**src/hdl/mnr_pkg.sv**
```systemverilog
// Package: constants, encodings and carriers of the role management port
package mnr_pkg;

  // Field widths of the subnetwork address and switch identifier
  localparam int MNR_SUBNET_W = 48;
  localparam int MNR_SWITCH_W = 8;

  // Clock rate and operation timeout
  localparam int MNR_CLK_HZ = 32'h017D_7840; // 25 MHz
  localparam int MNR_MS_PER_S = 32'h0000_03E8;
  localparam int MNR_TICK_CYCLES = MNR_CLK_HZ / MNR_MS_PER_S;
  localparam int MNR_OP_TIMEOUT_MS = 32'h0000_03E8;

  // Confirm result codes
  localparam logic [3:0] MNR_RES_DONE = 4'h0;
  localparam logic [3:0] MNR_RES_JOIN_REJECT = 4'h1;
  localparam logic [3:0] MNR_RES_JOIN_TIMEOUT = 4'h2;
  localparam logic [3:0] MNR_RES_LEAVE_TIMEOUT = 4'h2;
  localparam logic [3:0] MNR_RES_ROLE_TIMEOUT = 4'h1;
  localparam logic [3:0] MNR_RES_PROMOTE_REJECT = 4'h2;
  localparam logic [3:0] MNR_RES_SUBNET_OUT_OF_RANGE = 4'h8;
  localparam logic [3:0] MNR_RES_SWITCH_OUT_OF_RANGE = 4'h9;
  localparam logic [3:0] MNR_RES_REDUNDANT = 4'hA;

  // Reset values of the self-action enables
  localparam logic MNR_AUTO_JOIN_RST = 1'h1;
  localparam logic MNR_AUTO_PROMOTE_RST = 1'h1;

  typedef enum logic [1:0] {
    MNR_JOIN_NETWORK_OP = 2'h0,
    MNR_LEAVE_NETWORK_OP = 2'h1,
    MNR_RAISE_TO_SWITCH_OP = 2'h2,
    MNR_DROP_TO_TERMINAL_OP = 2'h3
  } mnr_op_t;

  // Target restriction of a join request; code 3 is illegal
  typedef enum logic [1:0] {
    MNR_JOIN_AUTO = 2'h0,
    MNR_JOIN_SUBNET = 2'h1,
    MNR_JOIN_SWITCH = 2'h2
  } mnr_join_mode_t;

  // Outcome reported by the protocol engine
  typedef enum logic [1:0] {
    MNR_ST_OK = 2'h0,
    MNR_ST_REJECT = 2'h1,
    MNR_ST_SUBNET_OUT_OF_RANGE = 2'h2,
    MNR_ST_SWITCH_OUT_OF_RANGE = 2'h3
  } mnr_status_t;

  // Functional role, Gray along disconnected, terminal, switch
  typedef enum logic [1:0] {
    MNR_ROLE_DISC = 2'h0,
    MNR_ROLE_TERM = 2'h1,
    MNR_ROLE_SWITCH = 2'h3
  } mnr_role_t;

  typedef struct packed {
    mnr_op_t op;
    mnr_join_mode_t mode;
    logic [MNR_SUBNET_W-1:0] subnetwork_address;
    logic [MNR_SWITCH_W-1:0] switch_identifier;
  } mnr_req_t;

  typedef struct packed {
    mnr_op_t op;
    logic [3:0] result;
    logic [MNR_SUBNET_W-1:0] subnetwork_address;
    logic [MNR_SWITCH_W-1:0] switch_identifier;
  } mnr_cnf_t;

  typedef struct packed {
    logic valid;
    mnr_op_t op;
    mnr_join_mode_t mode;
    logic [MNR_SUBNET_W-1:0] subnetwork_address;
    logic [MNR_SWITCH_W-1:0] switch_identifier;
    logic [MNR_SWITCH_W-1:0] proposed_address_field;
  } mnr_cmd_t;

  typedef struct packed {
    logic valid;
    mnr_status_t status;
    logic [MNR_SUBNET_W-1:0] subnetwork_address;
    logic [MNR_SWITCH_W-1:0] switch_identifier;
  } mnr_rsp_t;

  // Role events, used both for engine events and for indications
  typedef struct packed {
    logic joined;
    logic left;
    logic promoted;
    logic demoted;
    logic [MNR_SUBNET_W-1:0] subnetwork_address;
    logic [MNR_SWITCH_W-1:0] switch_identifier;
  } mnr_evt_t;

endpackage

```
**src/hdl/mnr_timeout.sv**
```systemverilog
// Operation timeout: millisecond tick divider and tick counter
`timescale 1ns/1ns
`default_nettype none
module mnr_timeout #(
  parameter int TICK_CYCLES = 25000,
  parameter int TIMEOUT_TICKS = 1000
) (
  input wire logic clk,
  input wire logic rst_n,
  input wire logic start,
  input wire logic active,
  output logic expired
);

  logic [31:0] div_ff;
  logic [31:0] nxt_div;
  logic [31:0] ticks_ff;
  logic [31:0] nxt_ticks;
  logic expired_ff;
  logic nxt_expired;
  logic tick;

  // Divider and counter restart on start so every op gets a full budget
  always_comb begin
    tick = (div_ff == 32'(TICK_CYCLES - 1));
    nxt_div = tick ? 32'h0000_0000 : div_ff + 32'h0000_0001;
    nxt_ticks = ticks_ff;
    nxt_expired = 1'b0;
    if (start || !active) begin
      nxt_div = 32'h0000_0000;
      nxt_ticks = 32'h0000_0000;
    end else if (tick) begin
      nxt_ticks = ticks_ff + 32'h0000_0001;
      nxt_expired = (ticks_ff == 32'(TIMEOUT_TICKS - 1));
    end
  end

  always_ff @(posedge clk or negedge rst_n) begin
    if (!rst_n) begin
      div_ff <= 32'h0000_0000;
      ticks_ff <= 32'h0000_0000;
      expired_ff <= 1'b0;
    end else begin
      div_ff <= nxt_div;
      ticks_ff <= nxt_ticks;
      expired_ff <= nxt_expired;
    end
  end

  assign expired = expired_ff;

endmodule // mnr_timeout
`default_nettype wire

```
**src/hdl/mnr_role_mgr.sv**
```systemverilog
// Management port for join, leave, promote and demote of a service node
`timescale 1ns/1ns
`default_nettype none
module mnr_role_mgr
  import mnr_pkg::*;
#(
  parameter bit IS_BASE = 1'b0,
  parameter int TICK_CYCLES = MNR_TICK_CYCLES,
  parameter int TIMEOUT_MS = MNR_OP_TIMEOUT_MS,
  parameter logic [MNR_SWITCH_W-1:0] PROPOSED_ADDR = 8'h00
) (
  input wire logic clk,
  input wire logic rst_n,
  input wire logic req_valid,
  input wire mnr_req_t req,
  output logic req_ready,
  output logic cnf_valid,
  output mnr_cnf_t cnf,
  output mnr_cmd_t cmd,
  input wire mnr_rsp_t rsp,
  input wire mnr_evt_t evt,
  output mnr_evt_t ind,
  output mnr_role_t role,
  output logic auto_join_en,
  output logic auto_promote_en
);

  typedef enum logic {
    MNR_ST_IDLE = 1'b0,
    MNR_ST_WAIT = 1'b1
  } mnr_state_t;

  // Engine outcome to the op's own result code
  function automatic logic [3:0] mnr_map_result(mnr_op_t op,
                                                mnr_status_t st);
    logic [3:0] code;
    code = MNR_RES_DONE;
    unique case (st)
      MNR_ST_OK: code = MNR_RES_DONE;
      MNR_ST_REJECT: code = (op == MNR_RAISE_TO_SWITCH_OP) ?
                            MNR_RES_PROMOTE_REJECT : MNR_RES_JOIN_REJECT;
      MNR_ST_SUBNET_OUT_OF_RANGE: code = MNR_RES_SUBNET_OUT_OF_RANGE;
      MNR_ST_SWITCH_OUT_OF_RANGE: code = MNR_RES_SWITCH_OUT_OF_RANGE;
    endcase
    return code;
  endfunction

  // Timeout code differs between the address ops and the role ops
  function automatic logic [3:0] mnr_timeout_result(mnr_op_t op);
    return (op == MNR_JOIN_NETWORK_OP) ? MNR_RES_JOIN_TIMEOUT :
           (op == MNR_LEAVE_NETWORK_OP) ? MNR_RES_LEAVE_TIMEOUT :
           MNR_RES_ROLE_TIMEOUT;
  endfunction

  mnr_state_t state_ff;
  mnr_state_t nxt_state;
  mnr_req_t pend_ff;
  mnr_req_t nxt_pend;
  logic ready_ff;
  logic nxt_ready;
  logic cnf_valid_ff;
  logic nxt_cnf_valid;
  mnr_cnf_t cnf_ff;
  mnr_cnf_t nxt_cnf;
  mnr_cmd_t cmd_ff;
  mnr_cmd_t nxt_cmd;
  mnr_role_t role_ff;
  mnr_role_t nxt_role;
  mnr_evt_t ind_ff;
  mnr_evt_t nxt_ind;
  logic [MNR_SUBNET_W-1:0] subnet_ff;
  logic [MNR_SUBNET_W-1:0] nxt_subnet;
  logic [MNR_SWITCH_W-1:0] switch_ff;
  logic [MNR_SWITCH_W-1:0] nxt_switch;
  logic auto_join_ff;
  logic nxt_auto_join;
  logic auto_promote_ff;
  logic nxt_auto_promote;
  logic accept, refused, redundant, launch, expired, rsp_ok;
  mnr_status_t rsp_st;

  assign accept = req_valid && ready_ff;
  // Base node does not export join and leave
  assign refused = IS_BASE && (req.op == MNR_JOIN_NETWORK_OP ||
                               req.op == MNR_LEAVE_NETWORK_OP);
  // Requests that need no engine work answer at once
  always_comb begin
    redundant = 1'b0;
    unique case (req.op)
      MNR_JOIN_NETWORK_OP: redundant = 1'b0;
      MNR_LEAVE_NETWORK_OP: redundant = (role_ff == MNR_ROLE_DISC);
      MNR_RAISE_TO_SWITCH_OP:
        redundant = (role_ff == MNR_ROLE_SWITCH);
      MNR_DROP_TO_TERMINAL_OP:
        redundant = (role_ff != MNR_ROLE_SWITCH);
    endcase
  end
  assign launch = accept && !refused && !redundant;

  // An engine success that ignored the join restriction is reported
  // as out of range rather than silently accepted
  always_comb begin
    rsp_st = rsp.status;
    if (pend_ff.op == MNR_JOIN_NETWORK_OP && rsp.status == MNR_ST_OK) begin
      if (pend_ff.mode == MNR_JOIN_SUBNET &&
          rsp.subnetwork_address != pend_ff.subnetwork_address) begin
        rsp_st = MNR_ST_SUBNET_OUT_OF_RANGE;
      end else if (pend_ff.mode == MNR_JOIN_SWITCH &&
                   rsp.switch_identifier != pend_ff.switch_identifier) begin
        rsp_st = MNR_ST_SWITCH_OUT_OF_RANGE;
      end
    end
    rsp_ok = (state_ff == MNR_ST_WAIT) && rsp.valid && rsp_st == MNR_ST_OK;
  end

  mnr_timeout #(
    .TICK_CYCLES(TICK_CYCLES),
    .TIMEOUT_TICKS(TIMEOUT_MS)
  ) u_timeout (
    .clk(clk),
    .rst_n(rst_n),
    .start(launch),
    .active(state_ff == MNR_ST_WAIT),
    .expired(expired)
  );

  // Request sequencing, engine command and confirm
  always_comb begin
    nxt_state = state_ff;
    nxt_pend = pend_ff;
    nxt_cnf_valid = 1'b0;
    nxt_cnf = cnf_ff;
    nxt_cmd = cmd_ff;
    nxt_cmd.valid = 1'b0;
    unique case (state_ff)
      MNR_ST_IDLE: begin
        if (accept && !refused && redundant) begin
          nxt_cnf_valid = 1'b1;
          nxt_cnf = '{op: req.op, result: MNR_RES_REDUNDANT,
                      subnetwork_address: '0, switch_identifier: '0};
        end else if (launch) begin
          nxt_state = MNR_ST_WAIT;
          nxt_pend = req;
          nxt_cmd.valid = 1'b1;
          nxt_cmd.op = req.op;
          nxt_cmd.mode = (req.mode == MNR_JOIN_SUBNET ||
            req.mode == MNR_JOIN_SWITCH) ? req.mode : MNR_JOIN_AUTO;
          nxt_cmd.subnetwork_address = req.subnetwork_address;
          nxt_cmd.switch_identifier = req.switch_identifier;
          nxt_cmd.proposed_address_field = PROPOSED_ADDR;
        end
      end
      MNR_ST_WAIT: begin
        // A response in the expiry cycle still wins
        if (rsp.valid || expired) begin
          nxt_state = MNR_ST_IDLE;
          nxt_cnf_valid = 1'b1;
          nxt_cnf.op = pend_ff.op;
          nxt_cnf.subnetwork_address = '0;
          nxt_cnf.switch_identifier = '0;
          if (rsp.valid) begin
            nxt_cnf.result = mnr_map_result(pend_ff.op, rsp_st);
            if (pend_ff.op == MNR_JOIN_NETWORK_OP) begin
              nxt_cnf.subnetwork_address = rsp.subnetwork_address;
              nxt_cnf.switch_identifier = rsp.switch_identifier;
            end
          end else begin
            nxt_cnf.result = mnr_timeout_result(pend_ff.op);
          end
        end
      end
    endcase
    nxt_ready = (nxt_state == MNR_ST_IDLE);
  end

  always_ff @(posedge clk or negedge rst_n) begin
    if (!rst_n) begin
      state_ff <= MNR_ST_IDLE;
      pend_ff <= '0;
      ready_ff <= 1'b0;
      cnf_valid_ff <= 1'b0;
      cnf_ff <= '0;
      cmd_ff <= '0;
    end else begin
      state_ff <= nxt_state;
      pend_ff <= nxt_pend;
      ready_ff <= nxt_ready;
      cnf_valid_ff <= nxt_cnf_valid;
      cnf_ff <= nxt_cnf;
      cmd_ff <= nxt_cmd;
    end
  end

  // Role tracking; a confirmed success overrides an engine event
  always_comb begin
    nxt_role = role_ff;
    nxt_subnet = subnet_ff;
    nxt_switch = switch_ff;
    if (evt.left) begin
      nxt_role = MNR_ROLE_DISC;
    end else if (evt.promoted) begin
      nxt_role = MNR_ROLE_SWITCH;
    end else if (evt.demoted) begin
      nxt_role = MNR_ROLE_TERM;
    end else if (evt.joined) begin
      nxt_role = MNR_ROLE_TERM;
      nxt_subnet = evt.subnetwork_address;
      nxt_switch = evt.switch_identifier;
    end
    if (rsp_ok) begin
      unique case (pend_ff.op)
        MNR_JOIN_NETWORK_OP: begin
          nxt_role = MNR_ROLE_TERM;
          nxt_subnet = rsp.subnetwork_address;
          nxt_switch = rsp.switch_identifier;
        end
        MNR_LEAVE_NETWORK_OP: nxt_role = MNR_ROLE_DISC;
        MNR_RAISE_TO_SWITCH_OP: nxt_role = MNR_ROLE_SWITCH;
        MNR_DROP_TO_TERMINAL_OP: nxt_role = MNR_ROLE_TERM;
      endcase
    end
    // Indications follow role edges, whoever caused them
    nxt_ind.joined = (role_ff == MNR_ROLE_DISC) &&
                     (nxt_role != MNR_ROLE_DISC);
    nxt_ind.left = (role_ff != MNR_ROLE_DISC) &&
                   (nxt_role == MNR_ROLE_DISC);
    nxt_ind.promoted = (role_ff != MNR_ROLE_SWITCH) &&
                       (nxt_role == MNR_ROLE_SWITCH);
    nxt_ind.demoted = (role_ff == MNR_ROLE_SWITCH) &&
                      (nxt_role == MNR_ROLE_TERM);
    nxt_ind.subnetwork_address = nxt_subnet;
    nxt_ind.switch_identifier = nxt_switch;
  end

  // Self-action enables; the engine must obey them
  always_comb begin
    nxt_auto_join = auto_join_ff;
    nxt_auto_promote = auto_promote_ff;
    if (accept && !refused && req.op == MNR_JOIN_NETWORK_OP) begin
      nxt_auto_join = 1'b1;
    end
    if (nxt_cnf_valid && nxt_cnf.op == MNR_LEAVE_NETWORK_OP) begin
      nxt_auto_join = 1'b0;
    end
    if (accept && req.op == MNR_RAISE_TO_SWITCH_OP) begin
      nxt_auto_promote = 1'b1;
    end
    if (accept && req.op == MNR_DROP_TO_TERMINAL_OP) begin
      nxt_auto_promote = 1'b0;
    end
  end

  always_ff @(posedge clk or negedge rst_n) begin
    if (!rst_n) begin
      role_ff <= MNR_ROLE_DISC;
      subnet_ff <= '0;
      switch_ff <= '0;
      ind_ff <= '0;
      auto_join_ff <= MNR_AUTO_JOIN_RST;
      auto_promote_ff <= MNR_AUTO_PROMOTE_RST;
    end else begin
      role_ff <= nxt_role;
      subnet_ff <= nxt_subnet;
      switch_ff <= nxt_switch;
      ind_ff <= nxt_ind;
      auto_join_ff <= nxt_auto_join;
      auto_promote_ff <= nxt_auto_promote;
    end
  end

  assign req_ready = ready_ff;
  assign cnf_valid = cnf_valid_ff;
  assign cnf = cnf_ff;
  assign cmd = cmd_ff;
  assign ind = ind_ff;
  assign role = role_ff;
  assign auto_join_en = auto_join_ff;
  assign auto_promote_en = auto_promote_ff;
endmodule // mnr_role_mgr
`default_nettype wire

```
**config.mk**
```make
export PLATFORM = sky130hd
export DESIGN_NAME = mnr_role_mgr
export DESIGN_NICKNAME = d
export VERILOG_FILES = /design/src/hdl/mnr_pkg.sv /design/src/hdl/mnr_timeout.sv /design/src/hdl/mnr_role_mgr.sv
export SDC_FILE = /design/constraint.sdc
export NUM_CORES = 1
export LEC_CHECK = 0
export BUFFER_PORTS_ARGS = -buffer_cell sky130_fd_sc_hd__buf_4
export CAP_MARGIN = 0
export CORE_ASPECT_RATIO = 0.9
export CORE_UTILIZATION = 39
export DETAILED_ROUTE_END_ITERATION = 12
export PLACE_DENSITY_LB_ADDON = 0.2
export SYNTH_ARGS = -nofsm -noshare
export SYNTH_HDL_FRONTEND = slang
export SYNTH_SLANG_ARGS = --single-unit
```
**constraint.sdc**
```tcl
create_clock -name clk -period 4.34 [get_ports clk]
set_input_delay 0.651 -clock clk [delete_from_list [all_inputs] [get_ports clk]]
set_output_delay 0.651 -clock clk [all_outputs]
set_load 0.05 [all_outputs]
```
Yosys cells after proc, flatten, opt, wreduce, memory -nomap -nowiden
Cells that the tools add are included.
{"block": "totals", "register_bits": 257, "inputBits": 182, "elab_cells": 142}
{"block": "classes", "addsub": 2, "n_eq_ne": 24, "muxes": 53, "n_bitwise": 3, "n_reduce_logical": 35}
{"operator": "48-bit two-way mux", "count": 6}
{"operator": "69-bit two-way mux", "count": 3}
{"operator": "32-bit two-way mux", "count": 4}
{"operator": "62-bit two-way mux", "count": 2}
{"operator": "62-bit one-hot mux with 2 select lines", "count": 1}
{"operator": "56-bit two-way mux", "count": 2}
{"operator": "32-bit by 1-bit adder with 32-bit output (second input constant)", "count": 2}
{"operator": "8-bit two-way mux", "count": 6}
{"operator": "48-bit inequality test", "count": 1}
{"operator": "32-bit by 10-bit equality test with 1-bit output (second input constant)", "count": 1}
{"operator": "32-bit by 15-bit equality test with 1-bit output (second input constant)", "count": 1}
{"operator": "2-bit two-way mux", "count": 12}
{"operator": "2-bit equality test (second input constant)", "count": 10}
{"operator": "1-bit logical AND", "count": 16}
{"operator": "4-bit one-hot mux with 4 select lines", "count": 1}
{"operator": "2-bit by 1-bit equality test with 1-bit output (second input constant)", "count": 7}
{"operator": "2-bit zero test", "count": 6}
{"operator": "1-bit two-way mux", "count": 11}
{"operator": "2-bit nonzero test", "count": 5}
{"operator": "8-bit inequality test", "count": 1}
{"operator": "2-bit one-hot mux with 3 select lines", "count": 1}
{"operator": "4-bit two-way mux", "count": 1}
{"operator": "2-bit inequality test (second input constant)", "count": 2}
{"operator": "1-bit one-hot mux with 2 select lines", "count": 2}
{"operator": "other kinds (8)", "count": 13}

Depth between registers and ports, before layout
{"block": "depth", "ltp_word": 13, "mapped_depth": 8, "ltp_nobuf": 7}

Cells and area by module
Synthesis repeated with hierarchy kept, for this count alone.
{"block": "unflattened", "cells_unflattened": 1045, "hier_area_um2": 12473.2}
{"mod": "mnr_role_mgr", "n_inst": 1, "cells_each": 679, "area_per_inst_um2": 9125.0}
{"mod": "mnr_timeout", "n_inst": 1, "cells_each": 366, "area_per_inst_um2": 3348.2}

Worst setup path after synthesis
Ideal clock, no wire load.
{"block": "synth_path", "path_type": "input to register", "from": "in evt[58] (netlist bit)", "to": "reg subnet_ff[10]", "setup_time_ps": 125, "t_arrival_ps": 2298, "setup_slack_ps": 1917, "cell_stages": 5, "path_buffers": 2, "cell_sequence": "nor4b_1 -> clkbuf_1 -> clkbuf_1 -> mux2_2 -> mux2_4"}
{"item": "start: declaration", "line_no": "mnr_role_mgr.sv:21", "source": "input wire mnr_evt_t evt,"}
{"item": "end signal: assignment", "line_no": "mnr_role_mgr.sv:263", "source": "subnet_ff <= nxt_subnet;"}
{"item": "end: declaration", "line_no": "mnr_role_mgr.sv:71", "source": "logic [MNR_SUBNET_W-1:0] subnet_ff;"}

==> impl_metrics.py <==
metrics = {
    "status": {
        "status": "finished, final reports clean",
    },
    "critical_path": {
        "critPathTopFamily": "simple AND/OR/NAND/NOR gates",
        "crit_end": "subnet_ff[16]",
        "critPathBufInv": 1,
        "crit_cells": 7,
        "crit_slowest_cell": "nor4_1",
        "worstPathArrival_ns": 3.51,
        "cp-startpoint": "cmd[19]",
        "critPathCaptureType": "flip-flop",
        "cpPeakStageDelay_ns": 0.46,
        "worstPathRequired_ns": 4.77,
        "cp-start-kind": "flip-flop",
        "r2r_slack_ns": 1.25,
        "worst-r2r-cell-count": 7,
        "critical_path.cell_chain": "xor2_1, nor4_1, nand4_1, nor4_4, o2111ai_4, buf_12, mux2_4",
        "critPathMaxFanout": 46,
        "r2r-end": "subnet_ff[16]",
        "critPathKind": "reg2reg",
        "r2r_start": "cmd[19]",
    },
    "clock_network": {
        "ctsResizeCount": 0,
        "clock_path_buffers": 3,
        "clkSinkCount": 256,
        "tritoncts": "built",
        "insertion_delay_ns": 0.55,
        "cts_buffers": 29,
        "hold_buffers": 0,
        "cts_root_buffer": "clkbuf_16",
        "ctsHtreeMaxLevel": 1,
        "post_cts_buffers": 0,
        "cts.clk_slew.worst_paths_ns": 0.06,
    },
    "finish": {
        "fin_util_pct": 52.1,
        "design_area_sq_um": 16200,
        "nets": 1518,
        "n_fill_cell": 2790,
        "diodes": 0,
        "areaGrowthSynthToFinish_pct": 30.7,
        "layout-drive-gt1-share_pct": 45.7,
    },
    "timing": {
        "fin_skew_ns": 0.0201,
        "fin_crit_sh_pct": 71.1,
        "setup_viol": 0,
        "hold_viol_final": 0,
        "fmax_ghz": 0.324,
        "drv_slew": 0,
        "tightestPinTransition_ns": 1.09,
        "period_minus_slack_ns": 3.09,
        "slew-limit-headroom_pct": 26.9,
        "rsz0062_at_grt": "false",
        "tns_ns": 0,
    },
    "yosys": {
        "synth_flop_cell": "dfrtp_1",
        "synth_edf_count": 0,
        "netlist_instances": 1024,
        "ys_ff_latch": 256,
        "yosysMostFrequentCell": "dfrtp_1",
        "synth_top_cell_by_area": "dfrtp_1",
        "netlist_area_sq_um": 12400,
        "synthTopCellsByArea": "dfrtp_1, mux2_2, xor2_1, mux2_4, buf_4",
        "synth.avg_cell_area_sq_um": 12.1,
        "synth_cell_types": 50,
        "yosysTopAreaCellShare_pct": 51.2,
        "netlist_top_cells_count": "dfrtp_1, mux2_2, xor2_1",
        "async_flop_share_pct": 100,
        "ys_seq_area_share_pct": 51.6,
        "ys_warn_count": 0,
    },
    "drt": {
        "post-route-drc-count": 0,
        "vias": 9040,
        "drt_wl_total_mm": 37.7,
        "wire_per_inst_um": 21.4,
        "dr.pass1.iters": 4,
        "detail-route-antenna-nets": 0,
        "first_iter_violations": 575,
        "vias_per_cell": 5.12,
    },
    "floorplan": {
        "die_w_um": 190,
        "chipHeight_um": 171,
        "start_util_pct": 39.9,
        "dieArea_sq_um": 32600,
        "num_rows": 61,
        "core_region_area_sq_um": 31100,
        "ioPinCount": 379,
    },
    "place": {
        "io_buffer_count": 369,
        "placed_cell_area_sq_um": 15200,
        "hpwl_mm": 27.7,
        "gp_congestion": 0.820,
    },
    "job": {
        "maxCapViolCount": 0,
    },
    "global_route": {
        "overflow": 0,
        "grt_pass1_wl_mm": 55.9,
        "grt_usage_pct": 22.7,
        "grt_pass1_vias": 9007,
        "antenna_found_initial": 0,
        "grt_start_max_net_pins": 111,
    },
    "power_and_ir_drop": {
        "cellPowerDensity_nw_per_um2": 829,
        "leakage_nw": 7.70,
        "vdd_drop_max_mv": 0.646,
    },
    "min_path": {
        "hp-class": "in2async",
    },
}
[cells in the final DEF (no fill, tap or decap), types with 3 or more instances in the layout]
master,count
buf_4,378
dfrtp_1,254
mux2_2,134
xor2_1,94
nor2_1,73
a22o_1,58
mux2_4,40
nand3_1,33
nand2_1,32
nor4_1,30
clkbuf_16,29
nand4_1,22
xnor2_1,19
inv_1,15
nor3_1,13
o21ai_0,12
a21oi_1,10
conb_1,9
and3_1,8
clkbuf_8,8
and4_1,7
or3_1,6
clkbuf_1,6
clkinv_2,6
and2_1,5
bufinv_16,4
nor4_4,3
o211ai_1,3
nor2b_1,3
or2_2,3
nand3b_1,3
buf_12,3
[sequential cells by signal, indices dropped and copies added, names as in the netlist, 2 cells and up]
signal,flops
ind,4
cnf,61
switch_ff,8
subnet_ff,48
u_timeout.div_ff,32
cmd,61
pend_ff,2
u_timeout.ticks_ff,32
role,2
[worst register-to-register path: stages, from the launching register on]
cell and delay (ns):
dfrtp_1 0.41, xor2_1 0.23, nor4_1 0.46, nand4_1 0.31
nor4_4 0.40, o2111ai_4 0.37, buf_12 0.34, mux2_4 0.44
[per-layer routing]
layer	vias up	wire length [um]	GRT usage [%]
li1	4177	-	-
met1	4533	16300	31.3
met2	290	18700	38.1
met3	40	2070	3.04
met4	0	660	4.87
met5	-	0	0
[metrics by stage]
| step | power, W | hold slack (ns) | instances | setup slack (ns) |
|---|---|---|---|---|
| 2_1_floorplan | 0.00892 | 0.355 | 1032 | 1.92 |
| 3_5_place_dp | 0.0109 | 0.455 | 1712 | 0.898 |
| 4_1_cts | 0.0135 | 0.198 | 1766 | 1.24 |
| 6_report | 0.0135 | 0.143 | 1766 | 1.25 |
| 3_3_place_gp | 0.0109 | 0.449 | 1712 | 0.922 |
| 5_1_grt | 0.0140 | 0.220 | 1766 | 1.13 |
[power breakdown]
group / internal (W) / switching [W]
registers: 0.00326 / 0.000703
clock network: 0.00160 / 0.00101
logic: 0.00234 / 0.00454
[cells by family (layout without fill, tap and decap cells)]
group	after synthesis	after routing	synth area share [%]
buffers and inverters	126	451	6.19
and+or+nand+nor	253	253	10.8
other	1	9	0.0302
muxes	176	176	17.1
AOI/OAI and AO/OA	96	96	5.98
xor gates and xnor gates	113	113	7.97
DFF	256	256	51.6
adders and majority gates	3	3	0.282
[worst min path at each step]
stage | end | startpoint | cells past startpoint
floorplan | cmd[10] | rst_n | 0
global route | u_timeout.div_ff[25] | rst_n | 1
detailed placement | u_timeout.div_ff[0] | u_timeout.div_ff[0] | 1
global placement | u_timeout.div_ff[0] | u_timeout.div_ff[0] | 1
CTS | u_timeout.div_ff[23] | rst_n | 1
finish | cnf[60] | rst_n | 1
[layout make-up]
type                            instances  area, sq um  area share [%]
Clock inverter                         11          159           0.979
Sequential cell                       256         6410            39.5
Inverter                               15         56.3           0.347
Multi-Input combinational cell        650         5320            32.8
Tap cell                              409          512            3.15
Clock buffer                           43          858            5.29
Timing Repair Buffer                  382         2910            18.0
(Power assumes the default switching activity.)
